$ cat config.mk
export PLATFORM = sky130hd
export DESIGN_NAME = slb_link
export DESIGN_NICKNAME = d
export VERILOG_FILES = /design/src/design/slb_pkg.sv /design/src/design/slb_fifo.sv /design/src/design/slb_link.sv
export VERILOG_INCLUDE_DIRS = /design/src /design/src/design
export SDC_FILE = /design/constraint.sdc
export NUM_CORES = 1
export LEC_CHECK = 0
export ABC_AREA = 1
export BUFFER_PORTS_ARGS = -buffer_cell sky130_fd_sc_hd__buf_2
export CORE_MARGIN = 4
export CORE_UTILIZATION = 30
export CTS_CLUSTER_SIZE = 14
export DETAILED_ROUTE_END_ITERATION = 8
export GPL_TIMING_DRIVEN = 0
export SYNTH_ARGS = -nofsm -noshare
export SYNTH_HDL_FRONTEND = slang
export SYNTH_SLANG_ARGS = --single-unit
$ cat constraint.sdc
create_clock -name clk -period 2.7 [get_ports clk]
set_input_delay 0.135 -clock clk [delete_from_list [all_inputs] [get_ports clk]]
set_output_delay 0.135 -clock clk [all_outputs]
set_load 0.01 [all_outputs]
$ cat src/design/slb_defines.svh
/*
  Constants of the serial byte link: bit timing, frame layout and levels.
  Assumes a 200 MHz device clock; included by the package and the link.
*/
`ifndef SLB_DEFINES_SVH
`define SLB_DEFINES_SVH

// Clock and bit timing, in nanoseconds
`define SLB_CLK_NS 5
`define SLB_BIT_NS 50
`define SLB_BIT_CYCLES (`SLB_BIT_NS / `SLB_CLK_NS)

// Frame layout, bits sent least significant first
`define SLB_DATA_BITS 8
`define SLB_DATA_LEN 4'hB
`define SLB_ACK_LEN 4'h2
`define SLB_START_POS 0
`define SLB_FLAG_POS 1
`define SLB_STOP_POS 10
`define SLB_ACK_FRAME 11'h001

// Levels and buffer depth
`define SLB_IDLE_LEVEL 1'b0
`define SLB_FIFO_DEPTH 2

`endif

$ cat src/design/slb_pkg.sv
/*
  Types shared by the serial byte link and its receive buffer.
  Assumes slb_defines.svh is on the include path.
*/
`include "slb_defines.svh"

package slb_pkg;

  // Transmit state, one-hot
  typedef enum logic [1:0] {
    SLB_TX_IDLE = 2'h1,
    SLB_TX_SHIFT = 2'h2
  } slb_tx_state_type;

  // Receive state, one-hot
  typedef enum logic [1:0] {
    SLB_RX_IDLE = 2'h1,
    SLB_RX_BITS = 2'h2
  } slb_rx_state_type;

  // Frame being shifted onto the wire
  typedef struct packed {
    logic [10:0] bits;
    logic [3:0] len;
  } slb_frame_type;

  // One byte word on the user side
  typedef struct packed {
    logic [7:0] data;
  } slb_byte_type;

endpackage

$ cat src/design/slb_fifo.sv
/*
  Small first-word-first-out buffer with valid and ready on both sides.
  Assumes one clock, asynchronous active-low reset.
*/
`timescale 1ns/1ps
`include "slb_defines.svh"

module slb_fifo #(
  parameter int WIDTH = 8,
  parameter int DEPTH = `SLB_FIFO_DEPTH
) (
  input wire logic clk, // Device clock
  input wire logic rst_b, // Asynchronous reset, active low
  input wire logic in_valid, // Word offered
  output logic in_ready, // Room for a word
  input wire logic [WIDTH-1:0] in_data, // Word in
  output logic out_valid, // Word available
  input wire logic out_ready, // Reader takes word
  output logic [WIDTH-1:0] out_data, // Oldest word
  output logic [1:0] count // Words held
);
  import slb_pkg::*;

  // Only a two-deep ring fits the one-bit pointers
  if (DEPTH != 2 || WIDTH < 1)
  begin : g_bad
    $error("slb_fifo supports DEPTH 2 only");
  end

  logic [WIDTH-1:0] mem [DEPTH];
  logic wr_ptr, rd_ptr, next_wr_ptr, next_rd_ptr;
  logic [1:0] next_count;
  logic push, pop;

  // Handshakes; full and empty come straight from the count
  assign in_ready = (count != 2'h2);
  assign out_valid = (count != 2'h0);
  assign out_data = mem[rd_ptr];
  assign push = in_valid && in_ready;
  assign pop = out_valid && out_ready;

  // Pointer and count update
  always_comb
  begin
    next_wr_ptr = push ? ~wr_ptr : wr_ptr;
    next_rd_ptr = pop ? ~rd_ptr : rd_ptr;
    next_count = count + {1'b0, push} - {1'b0, pop};
  end

  always_ff @(posedge clk or negedge rst_b)
  begin
    if (!rst_b)
    begin
      wr_ptr <= 1'b0;
      rd_ptr <= 1'b0;
      count <= 2'h0;
    end
    else
    begin
      wr_ptr <= next_wr_ptr;
      rd_ptr <= next_rd_ptr;
      count <= next_count;
    end
  end

  // Storage carries no reset; words are only read when counted
  always_ff @(posedge clk)
  begin
    if (push)
      mem[wr_ptr] <= in_data;
  end
endmodule

$ cat src/design/slb_link.sv
/*
  Serial byte link end: one outgoing and one incoming wire, framed bytes
  with per-byte acknowledgements and overlapped early acknowledge.
  Assumes the far end is an identical link on its own clock of the same
  rate, and wire inputs already synchronous to clk.
*/
// Behaviour
// - Two one-way wires; one channel out, one channel in.
// - Outgoing wire carries our data packets and our acks for incoming data.
// - A message is a series of bytes, one data packet each.
// - No new data byte until the previous one was acknowledged.
// - Data packet: start bit, a one, eight data bits, stop bit.
// - Ack packet: start bit then stop bit, nothing else.
// - Ack only when the byte is taken and room remains for another.
// - Ack may be sent as soon as a data packet is recognised.
// - Ack during a packet lets the next packet follow at once.
// - Overlap plus buffering sustains about 1.8 and 2.4 Mbytes per second.
`timescale 1ns/1ps
`include "slb_defines.svh"

module slb_link #(
  parameter int BIT_CYCLES = `SLB_BIT_CYCLES
) (
  input wire logic clk, // Device clock, 200 MHz
  input wire logic rst_b, // Asynchronous reset, active low
  output logic link_out, // Outgoing serial wire
  input wire logic link_in, // Incoming serial wire
  input wire logic tx_valid, // Byte offered for sending
  output logic tx_ready, // Byte taken this cycle
  input wire slb_pkg::slb_byte_type tx_byte, // Byte to send
  output logic rx_valid, // Received byte available
  input wire logic rx_ready, // User takes received byte
  output slb_pkg::slb_byte_type rx_byte // Received byte
);
  import slb_pkg::*;

  localparam int HALF_CYCLES = BIT_CYCLES / 2;

  // Timer is eight bits; very short bits break mid-bit sampling
  if (BIT_CYCLES < 4 || BIT_CYCLES > 255)
  begin : g_bad
    $error("BIT_CYCLES must lie in 4..255");
  end

  ////////////////////////////////////////////////////////////////////////
  // Shared flags between the two halves

  logic ack_pend, next_ack_pend; // Ack owed on our wire
  logic ack_wait, next_ack_wait; // Our last byte not yet acknowledged
  logic ack_seen; // Ack packet recognised on the input
  logic ack_issue; // Receive side commits to acknowledge
  logic tx_take_ack; // Transmitter starts an ack packet
  logic tx_take_data; // Transmitter starts a data packet
  logic [1:0] fifo_count;

  ////////////////////////////////////////////////////////////////////////
  // Transmitter

  slb_tx_state_type tx_state, next_tx_state;
  slb_frame_type tx_frame, next_tx_frame;
  logic [7:0] tx_tmr, next_tx_tmr;
  logic [3:0] tx_idx, next_tx_idx;
  logic next_link_out;

  // Acks go first so the far end is never starved of credit
  assign tx_take_ack = (tx_state == SLB_TX_IDLE) && ack_pend;
  assign tx_ready = (tx_state == SLB_TX_IDLE) && !ack_pend && !ack_wait;
  assign tx_take_data = tx_valid && tx_ready;

  // Frame loading and bit shifting
  always_comb
  begin
    next_tx_state = tx_state;
    next_tx_frame = tx_frame;
    next_tx_tmr = tx_tmr;
    next_tx_idx = tx_idx;
    case (tx_state)
      SLB_TX_IDLE:
      begin
        if (tx_take_ack)
        begin
          next_tx_frame = '{bits: `SLB_ACK_FRAME, len: `SLB_ACK_LEN};
          next_tx_state = SLB_TX_SHIFT;
        end
        else if (tx_take_data)
        begin
          // Stop low, data LSB first, flag one, start high
          next_tx_frame = '{bits: {1'b0, tx_byte.data, 1'b1, 1'b1}, len: `SLB_DATA_LEN};
          next_tx_state = SLB_TX_SHIFT;
        end
        next_tx_tmr = 8'(BIT_CYCLES - 1);
        next_tx_idx = 4'h0;
      end
      SLB_TX_SHIFT:
      begin
        if (tx_tmr != 8'h00)
          next_tx_tmr = tx_tmr - 8'h01;
        else if (tx_idx == tx_frame.len - 4'h1)
          next_tx_state = SLB_TX_IDLE;
        else
        begin
          next_tx_tmr = 8'(BIT_CYCLES - 1);
          next_tx_idx = tx_idx + 4'h1;
          next_tx_frame.bits = {1'b0, tx_frame.bits[10:1]};
        end
      end
      default:
        next_tx_state = SLB_TX_IDLE;
    endcase
    // Wire idles low outside packets
    next_link_out = (next_tx_state == SLB_TX_SHIFT) ? next_tx_frame.bits[0]
                                                     : `SLB_IDLE_LEVEL;
  end

  always_ff @(posedge clk or negedge rst_b)
  begin
    if (!rst_b)
    begin
      tx_state <= SLB_TX_IDLE;
      tx_frame <= '0;
      tx_tmr <= 8'h00;
      tx_idx <= 4'h0;
      link_out <= 1'b0;
    end
    else
    begin
      tx_state <= next_tx_state;
      tx_frame <= next_tx_frame;
      tx_tmr <= next_tx_tmr;
      tx_idx <= next_tx_idx;
      link_out <= next_link_out;
    end
  end

  ////////////////////////////////////////////////////////////////////////
  // Credit and ack bookkeeping

  logic ack_owed, next_ack_owed; // Data recognised, ack not yet issued
  logic byte_in, next_byte_in; // Owed byte already in the buffer
  logic rx_flag_data; // Data packet recognised
  logic rx_push; // Completed byte written to buffer

  // Room for this byte plus one more decides the ack
  assign ack_issue = ack_owed && (byte_in ? (fifo_count <= 2'h1)
                                          : (fifo_count == 2'h0));

  always_comb
  begin
    next_ack_owed = (ack_owed && !ack_issue) || rx_flag_data;
    next_byte_in = (byte_in || (rx_push && ack_owed)) && !ack_issue;
    // A new obligation wins over the transmitter taking the old one
    next_ack_pend = (ack_pend && !tx_take_ack) || ack_issue;
    // Ack during our packet clears the wait so the next byte may follow
    next_ack_wait = (ack_wait && !ack_seen) || tx_take_data;
  end

  always_ff @(posedge clk or negedge rst_b)
  begin
    if (!rst_b)
    begin
      ack_owed <= 1'b0;
      byte_in <= 1'b0;
      ack_pend <= 1'b0;
      ack_wait <= 1'b0;
    end
    else
    begin
      ack_owed <= next_ack_owed;
      byte_in <= next_byte_in;
      ack_pend <= next_ack_pend;
      ack_wait <= next_ack_wait;
    end
  end

  ////////////////////////////////////////////////////////////////////////
  // Receiver, sampling each bit at its middle

  slb_rx_state_type rx_state, next_rx_state;
  logic [7:0] rx_tmr, next_rx_tmr;
  logic [3:0] rx_idx, next_rx_idx;
  logic [7:0] rx_sr, next_rx_sr;
  logic rx_sample;

  assign rx_sample = (rx_state == SLB_RX_BITS) && (rx_tmr == 8'h00);
  assign rx_flag_data = rx_sample && (rx_idx == 4'(`SLB_FLAG_POS)) && link_in;
  assign ack_seen = rx_sample && (rx_idx == 4'(`SLB_FLAG_POS)) && !link_in;
  assign rx_push = rx_sample && (rx_idx == 4'(`SLB_STOP_POS));

  always_comb
  begin
    next_rx_state = rx_state;
    next_rx_tmr = rx_tmr;
    next_rx_idx = rx_idx;
    next_rx_sr = rx_sr;
    case (rx_state)
      SLB_RX_IDLE:
      begin
        // Rising start edge; aim at the middle of the start bit
        if (link_in)
        begin
          next_rx_state = SLB_RX_BITS;
          next_rx_tmr = 8'(HALF_CYCLES - 1);
          next_rx_idx = 4'h0;
        end
      end
      SLB_RX_BITS:
      begin
        if (rx_tmr != 8'h00)
          next_rx_tmr = rx_tmr - 8'h01;
        else
        begin
          next_rx_tmr = 8'(BIT_CYCLES - 1);
          next_rx_idx = rx_idx + 4'h1;
          // A start bit gone low was a glitch; ack and stop end a packet
          if ((rx_idx == 4'(`SLB_START_POS) && !link_in) || ack_seen || rx_push)
            next_rx_state = SLB_RX_IDLE;
          else if (rx_idx > 4'(`SLB_FLAG_POS))
            next_rx_sr = {link_in, rx_sr[7:1]};
        end
      end
      default:
        next_rx_state = SLB_RX_IDLE;
    endcase
  end

  always_ff @(posedge clk or negedge rst_b)
  begin
    if (!rst_b)
    begin
      rx_state <= SLB_RX_IDLE;
      rx_tmr <= 8'h00;
      rx_idx <= 4'h0;
      rx_sr <= 8'h00;
    end
    else
    begin
      rx_state <= next_rx_state;
      rx_tmr <= next_rx_tmr;
      rx_idx <= next_rx_idx;
      rx_sr <= next_rx_sr;
    end
  end

  ////////////////////////////////////////////////////////////////////////
  // Receive buffer; credit guarantees room, so a stall loses nothing

  logic fifo_in_ready;
  logic [7:0] fifo_out;

  slb_fifo #(
    .WIDTH(8),
    .DEPTH(`SLB_FIFO_DEPTH)
  ) u_fifo (
    .clk(clk),
    .rst_b(rst_b),
    .in_valid(rx_push),
    .in_ready(fifo_in_ready),
    .in_data(rx_sr),
    .out_valid(rx_valid),
    .out_ready(rx_ready),
    .out_data(fifo_out),
    .count(fifo_count)
  );

  assign rx_byte.data = fifo_out;
endmodule

== Yosys cells after proc, flatten, opt, wreduce, memory -nomap -nowiden ==
Memories as Yosys holds them, arrays and structs flattened.
Index checks and enable logic that the tools add are counted.

* Add/subtract/negate cells: 7
* Order comparisons: 2
* Eq/ne operators: 16
* Mux-type cells: 30
* Bitwise operators: 4
* Reductions and logical operators: 47

{| class="wikitable"
|+ Operators with widths
! operator !! count
|-
| 8-bit 2-to-1 mux || 4
|-
| 8-bit one-hot mux with 2 select lines || 2
|-
| 15-bit 2-to-1 mux || 2
|-
| 11-bit 2-to-1 mux || 2
|-
| 11-bit one-hot mux with 2 select lines || 1
|-
| 1-bit logical AND || 18
|-
| 4-bit 2-to-1 mux || 4
|-
| 4-bit one-hot mux with 2 select lines || 2
|-
| 8-bit nonzero test || 2
|-
| 8-bit by 1-bit subtractor with 8-bit output (second input constant) || 2
|-
| 2-bit 2-to-1 mux || 7
|-
| 2-bit != test (second input constant) || 5
|-
| 3-bit AND reduction || 3
|-
| 4-bit by 1-bit adder with 4-bit output (second input constant) || 2
|-
| 8-bit zero test || 1
|-
| 2-bit one-hot mux with 2 select lines || 2
|-
| 4-bit AND reduction || 2
|-
| 2-bit nonzero test || 4
|-
| 2-bit equality test (second input constant) || 3
|-
| 1-bit zero test || 6
|-
| 1-bit logical OR || 6
|-
| 3-bit != test (second input constant) || 2
|-
| 2-bit AND reduction || 3
|-
| 2-bit by 1-bit equality test with 1-bit output (second input constant) || 2
|-
| 13 further kinds || 19
|}

* Register bits after elaboration: 60
* Memory bits (writable): 16
* Bits of input ports: 13
* Output and inout bits: 11
* Memories: 1

{| class="wikitable"
|+ Memories
! name !! words !! bits a word !! read ports !! clocked after Yosys merged registers in !! wr ports !! RTL line !! source
|-
| u_fifo.mem || 2 || 8 || 1 || 0 || 1 || slb_fifo.sv:30 || <nowiki>logic [WIDTH-1:0] mem [DEPTH];</nowiki>
|}

== Logic depth before layout (Yosys ltp) ==
* Word-level depth: 9
* Depth in mapped cells: 14

== By module ==
A second synthesis with hierarchy kept.

* Cells, all modules: 442
* Area, all modules: 3744.8 um^2

{| class="wikitable"
|+ By module, submodules not included
! module !! times used !! cells an instance !! area each (um^2) !! sequential area each (um^2)
|-
| slb_link || 1 || 369 || 2916.5 || 1328.8
|-
| slb_fifo || 1 || 73 || 828.3 || 580.6
|}

== Worst setup path after synthesis ==
No wires, ideal clock.

* Kind: register to register
* Start point: register rx_tmr[0]
* End point: memory u_fifo.mem[1][0] (enable)
* Arrival time: 1593 ps
* Required time: 2330 ps
* Slack: 736 ps
* Stages on the path, launching flop included: 9
* Period minus slack after synthesis: 1964 ps
* Cell sequence: dfrtp_1 > inv_1 > ha_1 > nand3_2 > nor2_8 > nand2_4 > nor2_4 > o21ai_2 > nor2_1

* Longest elaborated chain between the ends: 6

{| class="wikitable"
|+ Ends and longest elaborated chain
! what !! RTL line !! source
|-
| start: declaration || slb_link.sv:179 || <nowiki>logic [7:0] rx_tmr, next_rx_tmr;</nowiki>
|-
| start signal: assignment || slb_link.sv:238 || <nowiki>rx_tmr <= next_rx_tmr;</nowiki>
|-
| 8-bit zero test || slb_link.sv:184 || <nowiki>assign rx_sample = (rx_state == SLB_RX_BITS) && (rx_tmr == 8'h00);</nowiki>
|-
| 1-bit logical AND || slb_link.sv:184 ||
|-
| 1-bit logical AND || slb_link.sv:187 || <nowiki>assign rx_push = rx_sample && (rx_idx == 4'(`SLB_STOP_POS));</nowiki>
|-
| 1-bit logical AND || slb_fifo.sv:39 || <nowiki>assign push = in_valid && in_ready;</nowiki>
|-
| 1-bit 2-to-1 mux || slb_fifo.sv:69 || <nowiki>if (push)</nowiki>
|-
| 1-bit 2-to-1 mux (implied by the code) || slb_fifo.sv:70 || <nowiki>mem[wr_ptr] <= in_data;</nowiki>
|-
| end: declaration || slb_fifo.sv:30 ||
|}

No other way between the ends.

== Worst setup path after layout ==
* Start point: register rx_tmr[0]
* End point: memory u_fifo.mem[0][0] (enable)

Same word-level chain as after synthesis.

==> run metrics <==
CTS Root Cell clkbuf_16; total negative slack 0 ns; setup violators final 0; Bufs on Longest Clock Path 2; Req. time, crit path 2.66 ns; initial antenna violation count 0; Critical Path End Type flip-flop; Syn Nets 452; endpoint arrival time on the critical path 2.21 ns; Worst Tran Pin Value 0.733 ns; CORE AREA 12200 sq um; first-pass GRT wire length 12100 um; total power draw 3.40 mW; DRT Pass-1 Iters 4; LEAKAGE 2.05 nW; max cap viols 0; GR Overflow Total 0; vias per cell 4.40; Post-CTS Setup Inserts 0; Synth Instances 425; diode count 0; VDD IR max 0.278 mV; routed wire length 6840 um; worst-skew pair later-pin latency 0.33 ns; Seq/Total Area, Yosys 50.3%; design area 4420 sq um; area grow syn2layout 16.4%; Final Wtd Congestion 0.839; Clk pin slew, worst setup/hold paths 0.06 ns; Post-synth ARST share 78.1%; CTS tree done; post-synth top area share 36.3%; crit path setup slack, layout 0.452 ns; Final Util 36.2%; Final Hold Vio Count 0; Hold-fix buffers, CTS 0; aggregate global-route resource usage 10.0%; Distinct cells, synth 38; placed insts 615; status completed; synthesized area per cell 8.93 sq um; kind of critical path reg2reg; power density cells 769 nW/um^2; fin crit period 2.25 ns; Ports 24; layout cells sized above 1 18.8%; synth warn 0; dpl cell area 4120 sq um; Max Fclk 445 MHz; wire per inst 10.8 um; Post-synth EDFFs 16; Setup crit start kind flip-flop; Netlist Area Pre-Place 3800 sq um; unrepaired setup endpoints after global routing no; num rows 40; vias in the first global route 2706; ys flop type dfrtp_1; Num CTS Buffers 9; commonest non-fill, non-tap cell in the layout nand2_1; Max transition margin 51.1%; ANT nets after route 0; hold crit path type in2reg; Port-buffer cells 22; max-slew violation count 0; worst-path fanout max 8; # resized after CTS 0; Worst Skew 0.00880 ns; initial core utilization 31.1%; commonest cells after routing, fill and taps aside nand2_1, dfrtp_1, inv_1, nand3_1, buf_2; Synth area leaders dfrtp_1, edfxtp_1, nand2_1; hold slack 0.0347 ns; fin cells 632; DRC viols 0; H-tree depth 3; Synth Register Bits 73; Period Utilization, post-route 83.3%; worst slack, placed 0.431 ns; Final nets 486; initial DRC count 89; largest net degree at the start of global routing 58; width of the chip 120 um; die area 14500 sq um; Yosys top cell by area dfrtp_1; Post-DP HPWL 4890 um; Num Clock Sinks 73; die height 120 um; DR vias 2778
[worst max-delay path, cell delays in order, from the launching register on]
cell and delay, ns:
dfrtp_1 0.36, inv_1 0.14, ha_1 0.20, nand3_2 0.15, nor2_8 0.18, nand2_4 0.11, nor2_4 0.13, o21ai_2 0.11
nor2_1 0.51
[state kept, by name, indices dropped and copies added, names as in the netlist]
register and count:
ack_pend 1, u_fifo.mem 16, ack_owed 1, rx_sr 8
u_fifo.wr_ptr 1, rx_state 2, tx_state 2, u_fifo.rd_ptr 1
rx_idx 4, tx_tmr 8, tx_frame 12, tx_idx 4
rx_tmr 8, u_fifo.count 2, link_out 1, byte_in 1
ack_wait 1
[cells by family after synthesis]
logic type               after synthesis  share of synthesized area [%]
buffers and inverters                 66                           7.35
flip-flops                            73                           50.3
adder cells (fa/ha/maj)               14                           4.61
AND/OR/NAND/NOR                      206                           25.9
AO/OA/AOI/OAI                         52                           8.57
XOR/XNOR                              14                           3.23
[final cells by class]
type	instances	area [sq um]
clock buffers	10	239
well taps	168	210
fillers	1273	7790
clock inverters	6	50.0
plain buffers	8	61.3
flip-flops and latches	73	1910
repair buffers	23	123
multi-input cells	286	1610
inverters	58	218
[final timing paths]
check / start / endpoint / slack, ns / depth (start not counted)
min in group asynchronous: rst_b / tx_tmr[7] / 0.41 / 2
max: rx_tmr[0] / u_fifo.mem[0][0] / 0.45 / 8
max in group asynchronous: rst_b / tx_frame[12] / 1.80 / 2
max reg2reg: rx_tmr[0] / u_fifo.mem[0][0] / 0.45 / 8
min: link_in / ack_owed / 0.03 / 3
min reg2reg: ack_owed / ack_owed / 0.48 / 2
[power by group]
| part | total, mW | internal [mW] | switching [mW] |
|---|---|---|---|
| clock network | 1.12 | 0.656 | 0.468 |
| logic | 0.984 | 0.340 | 0.644 |
| registers | 1.29 | 1.23 | 0.0619 |
| total | 3.40 | 2.23 | 1.17 |
[cell usage after synthesis, types with 2 or more instances]
cell,n
o21ai_0,16
nand2_2,5
nor2_4,5
buf_2,3
nor2_2,5
nand2_1,117
o31ai_1,3
inv_1,49
nor2_1,21
a21oi_1,3
dfrtp_1,55
ha_1,14
inv_2,8
nand2_4,2
xor2_1,12
nand4_1,9
dfstp_2,2
o21ai_1,14
nand3_1,33
edfxtp_1,16
o22ai_1,3
nand3b_1,2
clkbuf_1,2
o21ai_2,10
xnor2_1,2
nor2_8,2
[routing by layer]
layer | global-route usage (%) | vias up | part of all wire [%]
met5 | 0 | - | 0
met2 | 16.1 | 49 | 47
met4 | 4.39 | 0 | 1.6
met3 | 2.06 | 10 | 3.8
met1 | 13.1 | 1280 | 47
li1 | - | 1439 | -
Note: power is estimated with default switching activity, not from simulation.
